## src/led_intensity_pkg.sv

```systemverilog
// Constants shared by the master and shared intensity PWM logic.
// Assumes a single 200 MHz core clock and one 8-bit register port.
package led_intensity_pkg;

  // ----------------------------------------------------------------
  // Register map
  // ----------------------------------------------------------------
  // Byte address of the master and shared intensity register.
  localparam logic [7:0] MASTER_SHARED_ADDR = 8'h0E;
  // Master code field, bits 7 down to 4, most significant bit first.
  localparam int MASTER_FIELD_LSB = 4;
  // Shared code field, bits 3 down to 0, most significant bit first.
  localparam int SHARED_FIELD_LSB = 0;
  // Width of each intensity code field.
  localparam int CODE_WIDTH = 4;
  // Reset value of the register; the oscillator starts stopped.
  localparam logic [7:0] MASTER_SHARED_RESET = 8'h00;
  // Value returned for a read of an unmapped address.
  localparam logic [7:0] UNMAPPED_READ_VALUE = 8'h00;

  // ----------------------------------------------------------------
  // Intensity codes and PWM timing
  // ----------------------------------------------------------------
  // Intensity code that disables PWM and gives a static level.
  localparam logic [3:0] CODE_STATIC = 4'hF;
  // Master code that stops the oscillator.
  localparam logic [3:0] MASTER_OFF = 4'h0;
  // Last sub-tick of a slot: fifteen sub-ticks carry the master duty m/15.
  localparam logic [3:0] SUB_TICK_LAST = 4'hE;
  // Last slot of a PWM cycle: sixteen slots carry the output duty (n+1)/16.
  localparam logic [3:0] SLOT_LAST = 4'hF;
  // Reset value of both PWM counters.
  localparam logic [3:0] COUNT_RESET = 4'h0;
  // Number of PWM-capable outputs, the seventeenth included.
  localparam int OUTPUT_COUNT = 17;
  // Index of the seventeenth output.
  localparam int SEVENTEENTH_INDEX = 16;

endpackage : led_intensity_pkg

```

## src/master_shared_intensity.sv

```systemverilog
// Master and shared intensity PWM engine for seventeen open-drain outputs.
// Assumes a synchronous register port, an external blink timer that supplies
// the current phase, and individual intensity codes held elsewhere.
`timescale 1ns/10ps

module master_shared_intensity
  import led_intensity_pkg::*;
#(
  parameter int OUTPUTS = OUTPUT_COUNT,
  parameter logic [7:0] REG_RESET = MASTER_SHARED_RESET
) (
  // Clock and reset.
  input wire logic core_clk,
  input wire logic sys_rst,
  // Register port.
  input wire logic [7:0] reg_addr,
  input wire logic [7:0] reg_wdata,
  input wire logic reg_wr,
  input wire logic reg_rd,
  output logic [7:0] reg_rdata,
  // Configuration and blink state from neighbouring registers.
  input wire logic global_mode,
  input wire logic blink_enable,
  input wire logic blink_phase,
  input wire logic [OUTPUTS-1:0] phase0_bits,
  input wire logic [OUTPUTS-1:0] phase1_bits,
  input wire logic [(OUTPUTS-1)*CODE_WIDTH-1:0] individual_codes,
  // Open-drain outputs; the last one is the seventeenth output.
  output logic [OUTPUTS-1:0] port_out,
  output logic [OUTPUTS-1:0] port_oe
);

  // ----------------------------------------------------------------
  // Register storage
  // ----------------------------------------------------------------
  // The master and shared intensity register.
  logic [7:0] intensity_q;
  // Registered read data.
  logic [7:0] rdata_q;
  // Address decode for the one register held here.
  wire logic addr_hit;
  // Field views of the stored value.
  wire logic [CODE_WIDTH-1:0] master_code;
  wire logic [CODE_WIDTH-1:0] shared_code;

  assign addr_hit = (reg_addr == MASTER_SHARED_ADDR);
  assign master_code = intensity_q[MASTER_FIELD_LSB +: CODE_WIDTH];
  assign shared_code = intensity_q[SHARED_FIELD_LSB +: CODE_WIDTH];

  // Writes land whole; both nibbles change in the same cycle so the
  // combined 8-bit control never shows a half-updated step.
  always_ff @(posedge core_clk) begin
    if (sys_rst) begin
      intensity_q <= REG_RESET;
    end else if (reg_wr && addr_hit) begin
      intensity_q <= reg_wdata;
    end
  end

  // A read answers one cycle later; unmapped addresses read as zero.
  always_ff @(posedge core_clk) begin
    if (sys_rst) begin
      rdata_q <= UNMAPPED_READ_VALUE;
    end else if (reg_rd) begin
      rdata_q <= addr_hit ? intensity_q : UNMAPPED_READ_VALUE;
    end
  end

  assign reg_rdata = rdata_q;

  // ----------------------------------------------------------------
  // PWM timebase
  // ----------------------------------------------------------------
  // Sub-tick counts 0..14 within a slot; slot counts 0..15 within a cycle.
  // The two together give 16 x 15 = 240 clock steps per PWM cycle.
  logic [3:0] sub_q;
  logic [3:0] slot_q;
  logic [3:0] sub_d;
  logic [3:0] slot_d;
  // The oscillator runs only for a nonzero master code.
  wire logic osc_run;
  // High in the first m of every fifteen sub-ticks.
  wire logic master_active;
  wire logic sub_wrap;

  assign osc_run = (master_code != MASTER_OFF);
  assign sub_wrap = (sub_q == SUB_TICK_LAST);
  assign master_active = osc_run && (sub_q < master_code);

  // Counters advance together; a stopped oscillator freezes both so no
  // output can toggle from the counters while the master code is zero.
  always_comb begin
    sub_d = sub_q;
    slot_d = slot_q;
    if (osc_run) begin
      sub_d = sub_wrap ? COUNT_RESET : 4'(sub_q + 4'h1);
      if (sub_wrap) begin
        slot_d = (slot_q == SLOT_LAST) ? COUNT_RESET : 4'(slot_q + 4'h1);
      end
    end
  end

  always_ff @(posedge core_clk) begin
    if (sys_rst) begin
      sub_q <= COUNT_RESET;
      slot_q <= COUNT_RESET;
    end else begin
      sub_q <= sub_d;
      slot_q <= slot_d;
    end
  end

  // ----------------------------------------------------------------
  // Per-output code and level selection
  // ----------------------------------------------------------------
  // Selected code and on-time level of each output.
  wire logic [CODE_WIDTH-1:0] sel_code [OUTPUTS];
  wire logic [OUTPUTS-1:0] level_bit;
  // Next value of each open-drain enable.
  wire logic [OUTPUTS-1:0] drive_low_d;
  // Which phase register applies now.
  wire logic use_phase1;

  // With blinking off, only the phase-0 bits are looked at.
  assign use_phase1 = blink_enable && blink_phase;

  genvar gi;
  generate
    for (gi = 0; gi < OUTPUTS; gi++) begin : g_out
      // Global mode overrides every individual code, with no exceptions;
      // the last output always uses the shared nibble.
      if (gi == OUTPUTS - 1) begin : g_last
        assign sel_code[gi] = shared_code;
      end else begin : g_port
        assign sel_code[gi] = global_mode ? shared_code :
                              individual_codes[gi*CODE_WIDTH +: CODE_WIDTH];
      end
      assign level_bit[gi] = use_phase1 ? phase1_bits[gi] : phase0_bits[gi];

      pwm_slot_compare #(
        .CODE_W(CODE_WIDTH)
      ) u_cmp (
        .code(sel_code[gi]),
        .level_bit(level_bit[gi]),
        .slot(slot_q),
        .master_active(master_active),
        .drive_low(drive_low_d[gi])
      );
    end
  endgenerate

  // ----------------------------------------------------------------
  // Output pins
  // ----------------------------------------------------------------
  // Enables are registered so each pin changes on a clock edge only.
  // The pins are open drain, so the driven value is always zero.
  logic [OUTPUTS-1:0] oe_q;

  always_ff @(posedge core_clk) begin
    if (sys_rst) begin
      oe_q <= '0;
    end else begin
      oe_q <= drive_low_d;
    end
  end

  assign port_oe = oe_q;
  assign port_out = '0;

  // ----------------------------------------------------------------
  // Checks
  // ----------------------------------------------------------------
  // Code of the seventeenth output and of the first port.
  wire logic [CODE_WIDTH-1:0] code_last;
  wire logic [CODE_WIDTH-1:0] code_first;

  assign code_last = sel_code[OUTPUTS-1];
  assign code_first = sel_code[0];

  a_write_fields: assert property (@(posedge core_clk) disable iff (sys_rst)
    (reg_wr && reg_addr == MASTER_SHARED_ADDR) |=> (intensity_q == $past(reg_wdata)))
    else $error("register write not stored");

  a_read_back: assert property (@(posedge core_clk) disable iff (sys_rst)
    (reg_rd && reg_addr == MASTER_SHARED_ADDR && !reg_wr) |=> (reg_rdata == $past(intensity_q)))
    else $error("read back differs from stored value");

  // The enables lag their inputs by one cycle, so the check only claims
  // stillness once the register and every input have held for a cycle.
  a_master_stop: assert property (@(posedge core_clk) disable iff (sys_rst)
    (master_code == MASTER_OFF && $stable(intensity_q) && $stable(global_mode) && $stable(blink_enable)
     && $stable(blink_phase) && $stable(phase0_bits) && $stable(phase1_bits) && $stable(individual_codes))
    |=> ($stable(slot_q) && $stable(sub_q) && $stable(port_oe)))
    else $error("activity while master code is zero");

  a_sub_wrap: assert property (@(posedge core_clk) disable iff (sys_rst)
    (osc_run && sub_q == SUB_TICK_LAST) |=> (sub_q == COUNT_RESET && slot_q != $past(slot_q)))
    else $error("slot did not advance after fifteen sub-ticks");

  a_master_offtime: assert property (@(posedge core_clk) disable iff (sys_rst)
    (osc_run && sub_q >= master_code && code_last != CODE_STATIC)
    |=> (port_oe[OUTPUTS-1] == $past(level_bit[OUTPUTS-1])))
    else $error("seventeenth output active during master off-time");

  a_slot_duty: assert property (@(posedge core_clk) disable iff (sys_rst)
    (master_active && code_last != CODE_STATIC && slot_q <= code_last)
    |=> (port_oe[OUTPUTS-1] == !$past(level_bit[OUTPUTS-1])))
    else $error("seventeenth output not at on level in its on slot");

  a_half_code: assert property (@(posedge core_clk) disable iff (sys_rst)
    (master_active && code_last == 4'h7 && slot_q > 4'h7)
    |=> (port_oe[OUTPUTS-1] == $past(level_bit[OUTPUTS-1])))
    else $error("code seven not at off level in upper half");

  a_static_code: assert property (@(posedge core_clk) disable iff (sys_rst)
    (code_last == CODE_STATIC) |=> (port_oe[OUTPUTS-1] == !$past(level_bit[OUTPUTS-1])))
    else $error("static code did not hold on level");

  a_global_same: assert property (@(posedge core_clk) disable iff (sys_rst)
    (global_mode && phase0_bits == '0 && !blink_enable) |=> (port_oe == '0 || port_oe == '1))
    else $error("outputs differ in global mode");

  a_individual_sel: assert property (@(posedge core_clk) disable iff (sys_rst)
    (!global_mode && code_first == CODE_STATIC && !level_bit[0]) |=> port_oe[0])
    else $error("first port ignored its own static code");

endmodule : master_shared_intensity

```

## src/pwm_slot_compare.sv

```systemverilog
// One output's duty decision for the current PWM slot.
// Assumes the caller supplies the selected code, the blink-phase level bit
// and whether the current sub-tick lies in the master active time.
`timescale 1ns/10ps

module pwm_slot_compare
  import led_intensity_pkg::*;
#(
  parameter int CODE_W = CODE_WIDTH
) (
  // Selected intensity code and on-time level for this output.
  input wire logic [CODE_W-1:0] code,
  input wire logic level_bit,
  // Shared PWM timing.
  input wire logic [3:0] slot,
  input wire logic master_active,
  // Next value of the open-drain enable (high pulls the pin low).
  output logic drive_low
);

  // ----------------------------------------------------------------
  // Duty decision
  // ----------------------------------------------------------------
  // The output is in its on-time for slots 0..code, which gives (code+1)/16.
  wire logic in_on_slot;
  // Static code: no PWM at all, the level bit holds for the whole cycle.
  wire logic is_static;
  // Level driven in on-time: bit 0 pulls low, bit 1 releases the pin.
  wire logic on_drive;
  // Level driven in off-time is the opposite of the on-time level.
  wire logic off_drive;

  assign in_on_slot = (slot <= code);
  assign is_static = (code == CODE_STATIC);
  assign on_drive = ~level_bit;
  assign off_drive = level_bit;

  // Static codes ignore the master time; during master off-time every
  // PWM output rests at its off level so the pin never toggles there.
  assign drive_low = is_static ? on_drive :
                     (!master_active ? off_drive :
                     (in_on_slot ? on_drive : off_drive));

endmodule : pwm_slot_compare

```

## config.mk

```make
export PLATFORM = sky130hd
export DESIGN_NAME = master_shared_intensity
export DESIGN_NICKNAME = d
export VERILOG_FILES = /design/src/led_intensity_pkg.sv /design/src/master_shared_intensity.sv /design/src/pwm_slot_compare.sv
export SDC_FILE = /design/constraint.sdc
export NUM_CORES = 1
export LEC_CHECK = 0
export BUFFER_PORTS_ARGS = -buffer_cell sky130_fd_sc_hd__buf_2
export CORE_ASPECT_RATIO = 0.9
export CORE_MARGIN = 2
export CORE_UTILIZATION = 30
export DETAILED_ROUTE_END_ITERATION = 8
export SLEW_MARGIN = 20
export SYNTH_ARGS = -nofsm -noshare
export SYNTH_HDL_FRONTEND = slang
export SYNTH_SLANG_ARGS = --single-unit
```

## constraint.sdc

```tcl
create_clock -name core_clk -period 2.17 [get_ports core_clk]
set_input_delay 0.434 -clock core_clk [delete_from_list [all_inputs] [get_ports core_clk]]
set_output_delay 0.434 -clock core_clk [all_outputs]
set_load 0.01 [all_outputs]
```

# --- Word level (Yosys, flattened, before mapping) ---
# Index checks and enable logic that the tools add are counted.
# Widths: inputs -> output; s select.
classes:
  n_addsub: 2
  bitwise_logic: 17
  eq_ne: 20
  n_lt_le_gt_ge: 18
  reduce_logical: 5
  mux: 87
ops:
  columns: ["operator", "n"]
  rows:
  - ["$eq 4x4->1 const B", 19]
  - ["$mux 4", 18]
  - ["$le 4x4->1", 17]
  - ["$mux 1", 68]
  - ["$not 1->1", 17]
  - ["$add 4x1->4 const B", 2]
  - ["$eq 8x4->1 const B", 1]
  - ["$mux 8", 1]
  - ["$lt 4x4->1", 1]
  - ["$reduce_bool 4->1", 1]
  - ["$logic_and 1x1->1", 3]
  - ["$reduce_and 2->1", 1]
totals:
  inputBits: 121
  wordCells: 154
  register_bits: 41
  output_inout_bits: 42

# --- Depth between registers and ports, before layout ---
logic_depth:
  depth_word: 6
  depth_mapped: 12
  ltp_nobuf: 10

# --- Hierarchy ---
# Synthesis repeated with hierarchy kept, for this count alone.
unflattened:
  hier_cells: 654
  area_unflattened_um2: 4693.3
modules_own_cells:
  columns: ["mod", "cells_each", "area_per_inst_um2", "n_inst", "seq_area_each_um2"]
  rows:
  - ["master_shared_intensity", 348, 2587.5, 1, 820.8]
  - ["pwm_slot_compare", 18, 123.9, 17, 0.0]

# --- Least setup slack after synthesis ---
# Ideal clock, no wire load.
synth_path:
  path_type: "input port to flip-flop"
  startpoint: "input port global_mode"
  endpoint: "register oe_q[3], in the netlist port_oe[3]"
  t_required_ns: 2.100
  setup_time_ns: 0.070
  arrival_time_ns: 1.993
  path_buffers: 1
  cell_stages: 9
  path_slack_ns: 0.106
  path_cell_list: "inv_2 -> buf_1 -> a21oi_1 -> ha_1 -> a21oi_1 -> o21ai_0 -> a21oi_1 -> or3_1 -> a21oi_1"
synth_between:
  elab_chain_cells: 5
  elab_cells_between_ends: 6
  classes_between: "1 x order compare; 1 x eq/ne; 4 x mux"
synth_rtl:
  columns: ["element", "line", "rtl"]
  rows:
  - ["start, declared", "master_shared_intensity.sv:22", "input wire logic global_mode,"]
  - ["$mux 4 (*)", "master_shared_intensity.sv:135", "assign sel_code[gi] = global_mode ? shared_code :"]
  - ["$le 4x4->1", "pwm_slot_compare.sv:33", "assign in_on_slot = (slot <= code);"]
  - ["$mux 1", "pwm_slot_compare.sv:42", "(in_on_slot ? on_drive : off_drive));"]
  - ["$mux 1", "pwm_slot_compare.sv:41", "(!master_active ? off_drive :"]
  - ["$mux 1 (*)", "pwm_slot_compare.sv:40", "assign drive_low = is_static ? on_drive :"]
  - ["end signal, assigned", "master_shared_intensity.sv:163", "oe_q <= drive_low_d;"]
  - ["end, declared", "master_shared_intensity.sv:157", "logic [OUTPUTS-1:0] oe_q;"]
# Mark *: on every way between the ends. The rest lies on a longest branch, timed or not.
# A chain may end at the register's enable or synchronous reset.

# --- Final worst setup path ---
layout_path:
  startpoint: "register intensity_q[6]"
  endpoint: "register oe_q[15], in the netlist port_oe[15]"
layout_between:
  elab_chain_cells: 4
  elab_cells_between_ends: 5
  classes_between: "1 x order compare; 2 x mux; 2 x reduce/logical"
layout_rtl:
  columns: ["element", "line", "rtl"]
  rows:
  - ["start, declared", "master_shared_intensity.sv:37", "logic [7:0] intensity_q;"]
  - ["start signal, assigned", "master_shared_intensity.sv:56", "intensity_q <= reg_wdata;"]
  - ["$lt 4x4->1 / $reduce_bool 4->1 (equally long branches)", "master_shared_intensity.sv:88, master_shared_intensity.sv:86", null]
  - ["$logic_and 1x1->1 (*)", "master_shared_intensity.sv:88", "assign master_active = osc_run && (sub_q < master_code);"]
  - ["$mux 1 (*)", "pwm_slot_compare.sv:41", null]
  - ["$mux 1 (*)", "pwm_slot_compare.sv:40", null]
# Marks and branches as above.

==> impl_results.md <==
- CTS tree: done
- Worst-Skew Late Latency: 300 ps
- Endpoints failing hold: 0
- Synth unique cells: 41
- Post-synthesis xor/xnor area fraction: 2.326%
- Placeable Area: ~13000 sq um
- Type of origin of the critical path: flop
- Top-Level Pins: 163
- Top post-synthesis cells by area: ha_1, dfxtp_1, a21oi_1
- Post-synth top area cell: ha_1
- ANT cells: 0
- Synth Area in Compound Gates: 22.68%
- Port buffer count: 145
- CP max FO: 6
- Detail Route Antenna Nets: 0
- HP Class: primary input to flop
- First-pass GRT wire length: 20.13 mm
- CTS Root Cell: clkbuf_16
- R2R setup slack: 130 ps
- Global Route Usage Sum: 17.19%
- Detailed router's first-iteration violation count: 175
- Die area: 14770 sq um
- Die W: 127.9 um
- Fin crit period: between 2000 and 2500 ps
- Largest net degree at the start of global routing: 42
- Vias/cell: 5.158
- CTS clk-pin slew, worst paths: 60 ps
- Synth Area in Simple Gates: 16.76%
- CP endpoint kind: flop
- WL per Instance: 15.39 um
- Vias in the first global route: between 4000 and 5000
- Placer Congestion: 0.8876
- DR DRC count: 0
- VDD IR-drop max: around 0.27 mV
- Deepest clock path buffer count: 2
- Total gr overflow: 0
- Number of setup buffers added after CTS: 0
- Clk_skew: 7.834 ps
- Max-cap viol count: 0
- Final Util: 40.30%
- Syn Area/Cell: 8.155 sq um
- Num CTS Buffers: 5
- Crit path DAT: 2210 ps
- Register area share after synthesis: roughly 20%
- Post-Synthesis Cells: 508
- Hold Path Depth: 3
- Fmax: 0.4893 GHz
- Mux contribution to synthesized area: around 6.5%
- H-tree levels: 2
- Final setup fails: 0
- Clock sink count: 41
- Status: finished, final reports clean
- Worst r2r path cells: 9
- WL final: 12.98 mm
- DIE HEIGHT: 115.5 um
- Period utilization: ~94%
- Std cell rows: 40
- Pwr Total: 0.002122 W
- Initial antenna violation count: 0
- Synth Area in Adders: 21.75%
- Synth top area share: between 20% and 30%
- Fraction of layout cells with a size suffix above 1: a little under a third
- Lkg Pwr: 2.773 nW
- Mapped Area: 4143 sq um
- Power Density: 392.5 nW/um^2
- Main combinational cell family by area after synthesis: compound AO/OA/AOI/OAI gates
- Vias: 4348
- Hold path endpoint: intensity_q[6]
- Place WS: -128.8 ps
- Layout area overhead: 30.47%
- Hpwl dp: 9.951 mm
- Worst r2r dst: port_oe[15]
- Unrepaired setup endpoints after global routing: false
- Worst r2r src: intensity_q[6]
- Hold path startpoint: reg_wdata[6]
- #FFs+latches synth: 41
- Pre-antenna DRT Iters: 4
- Warnings from Yosys: 0
- Starting Density: ~31%
- Final Max Tran Viols: 0
- WS Path Type: flop to flop
- Worst EP required: ~2300 ps
- Worst setup margin: 126.2 ps
- Nets: 867
layout make-up:
type	count	area, sq um
clock buffers	7	152.6
multi-input cells	413	2973
inverters	29	108.9
clock inverters	1	8.758
repair buffers	184	1131
fillers	1361	8008
well taps	168	210.2
flip-flops and latches	41	820.8
how the worst max path moves through the flow:
stage | start | cells past startpoint | to | slack, ps
after global placement | global_mode | 11 | port_oe[15] | -90
after floorplan | global_mode | 9 | port_oe[3] | 110
after global routing | intensity_q[5] | 9 | port_oe[3] | 7
after CTS | intensity_q[6] | 9 | port_oe[15] | 90
final | intensity_q[6] | 9 | port_oe[15] | 130
after detailed placement | global_mode | 11 | port_oe[15] | -130
critical path, cell delays in order, from the launching register on:
cell	delay (ps)
dfxtp_1	330
inv_1	50
ha_1	310
a21oi_1	150
o21ai_1	80
a211o_2	370
buf_4	180
o21ai_2	220
xor2_1	170
nor2_1	50
power breakdown:
group / total, W / internal, W / switching [W] / leakage, nW
Clock: 0.000850 / 0.000495 / 0.000355 / 0.0805
Combinational: 0.000492 / 0.000242 / 0.000250 / 2.36
Sequential: 0.000779 / 0.000774 / 0.00000541 / 0.335
cells in the mapped netlist, drive strengths merged:
cell type and number:
inv 29, dfxtp 41, nand2 13, or4b 2, and4 10, a311oi 3
and4b 1, conb 1, or3 7, or3b 1, clkbuf 4, xor2 11
buf 37, nor2b 20, o21ai 26, nand3 2, a21oi 123, a21o 2
o211a 1, a211o 1, a31oi 2, nor4 8, nand4 8, and2 5
nor2 30, o211ai 10, mux2i 27, a41oi 1, or4 8, nor3 2
ha 72
per-layer routing:
| metal | vias to the layer above | GRT usage, % | wire [um] |
|---|---|---|---|
| li1 | 2166 | - | - |
| met1 | 2021 | 21.06 | 5780 |
| met2 | 143 | 30.20 | 6250 |
| met3 | 18 | 3.878 | 736 |
| met4 | 0 | 5.348 | 210 |
| met5 | - | 0 | 0 |
repair_timing:
action,in CTS,in global routing
hold buffers,0,0
resized for setup,0,2
setup endpoints to repair,0,2
kinds of logic (layout without fill, tap and decap cells):
kind of cell	count (synthesis)	after routing
AOI/OAI and AO/OA	169	169
and+or+nand+nor	117	117
adders and majority gates	72	72
buffers and inverters	70	221
DFF	41	41
muxes	27	27
xor gates and xnor gates	11	11
other	1	17
placed cells by master (no fill, tap or decap), types with 11 or more instances in the layout:
master   count
a21oi_1    117
buf_2      145
buf_4       30
conb_1      17
dfxtp_1     41
ha_1        72
inv_1       28
mux2i_1     27
nand2_1     13
nor2_1      30
nor2b_1     20
o21ai_0     15
xor2_1      11
per-stage QoR:
stage          instances  hold slack, ps  area [sq um]  TNS, ps
2_1_floorplan        524           482.7          4203        0
3_3_place_gp         835           512.2          5236   -321.6
3_5_place_dp         835           537.3          5236    -1082
4_1_cts              843           370.3          5398        0
5_1_grt              843           383.7          5405        0
6_report             843           376.1          5405        0
state kept, by name, indices dropped and copies added, names as in the netlist:
register	flops
intensity_q	8
port_oe	17
reg_rdata	8
slot_q	4
sub_q	4
Note: power is estimated with default switching activity, not from simulation.
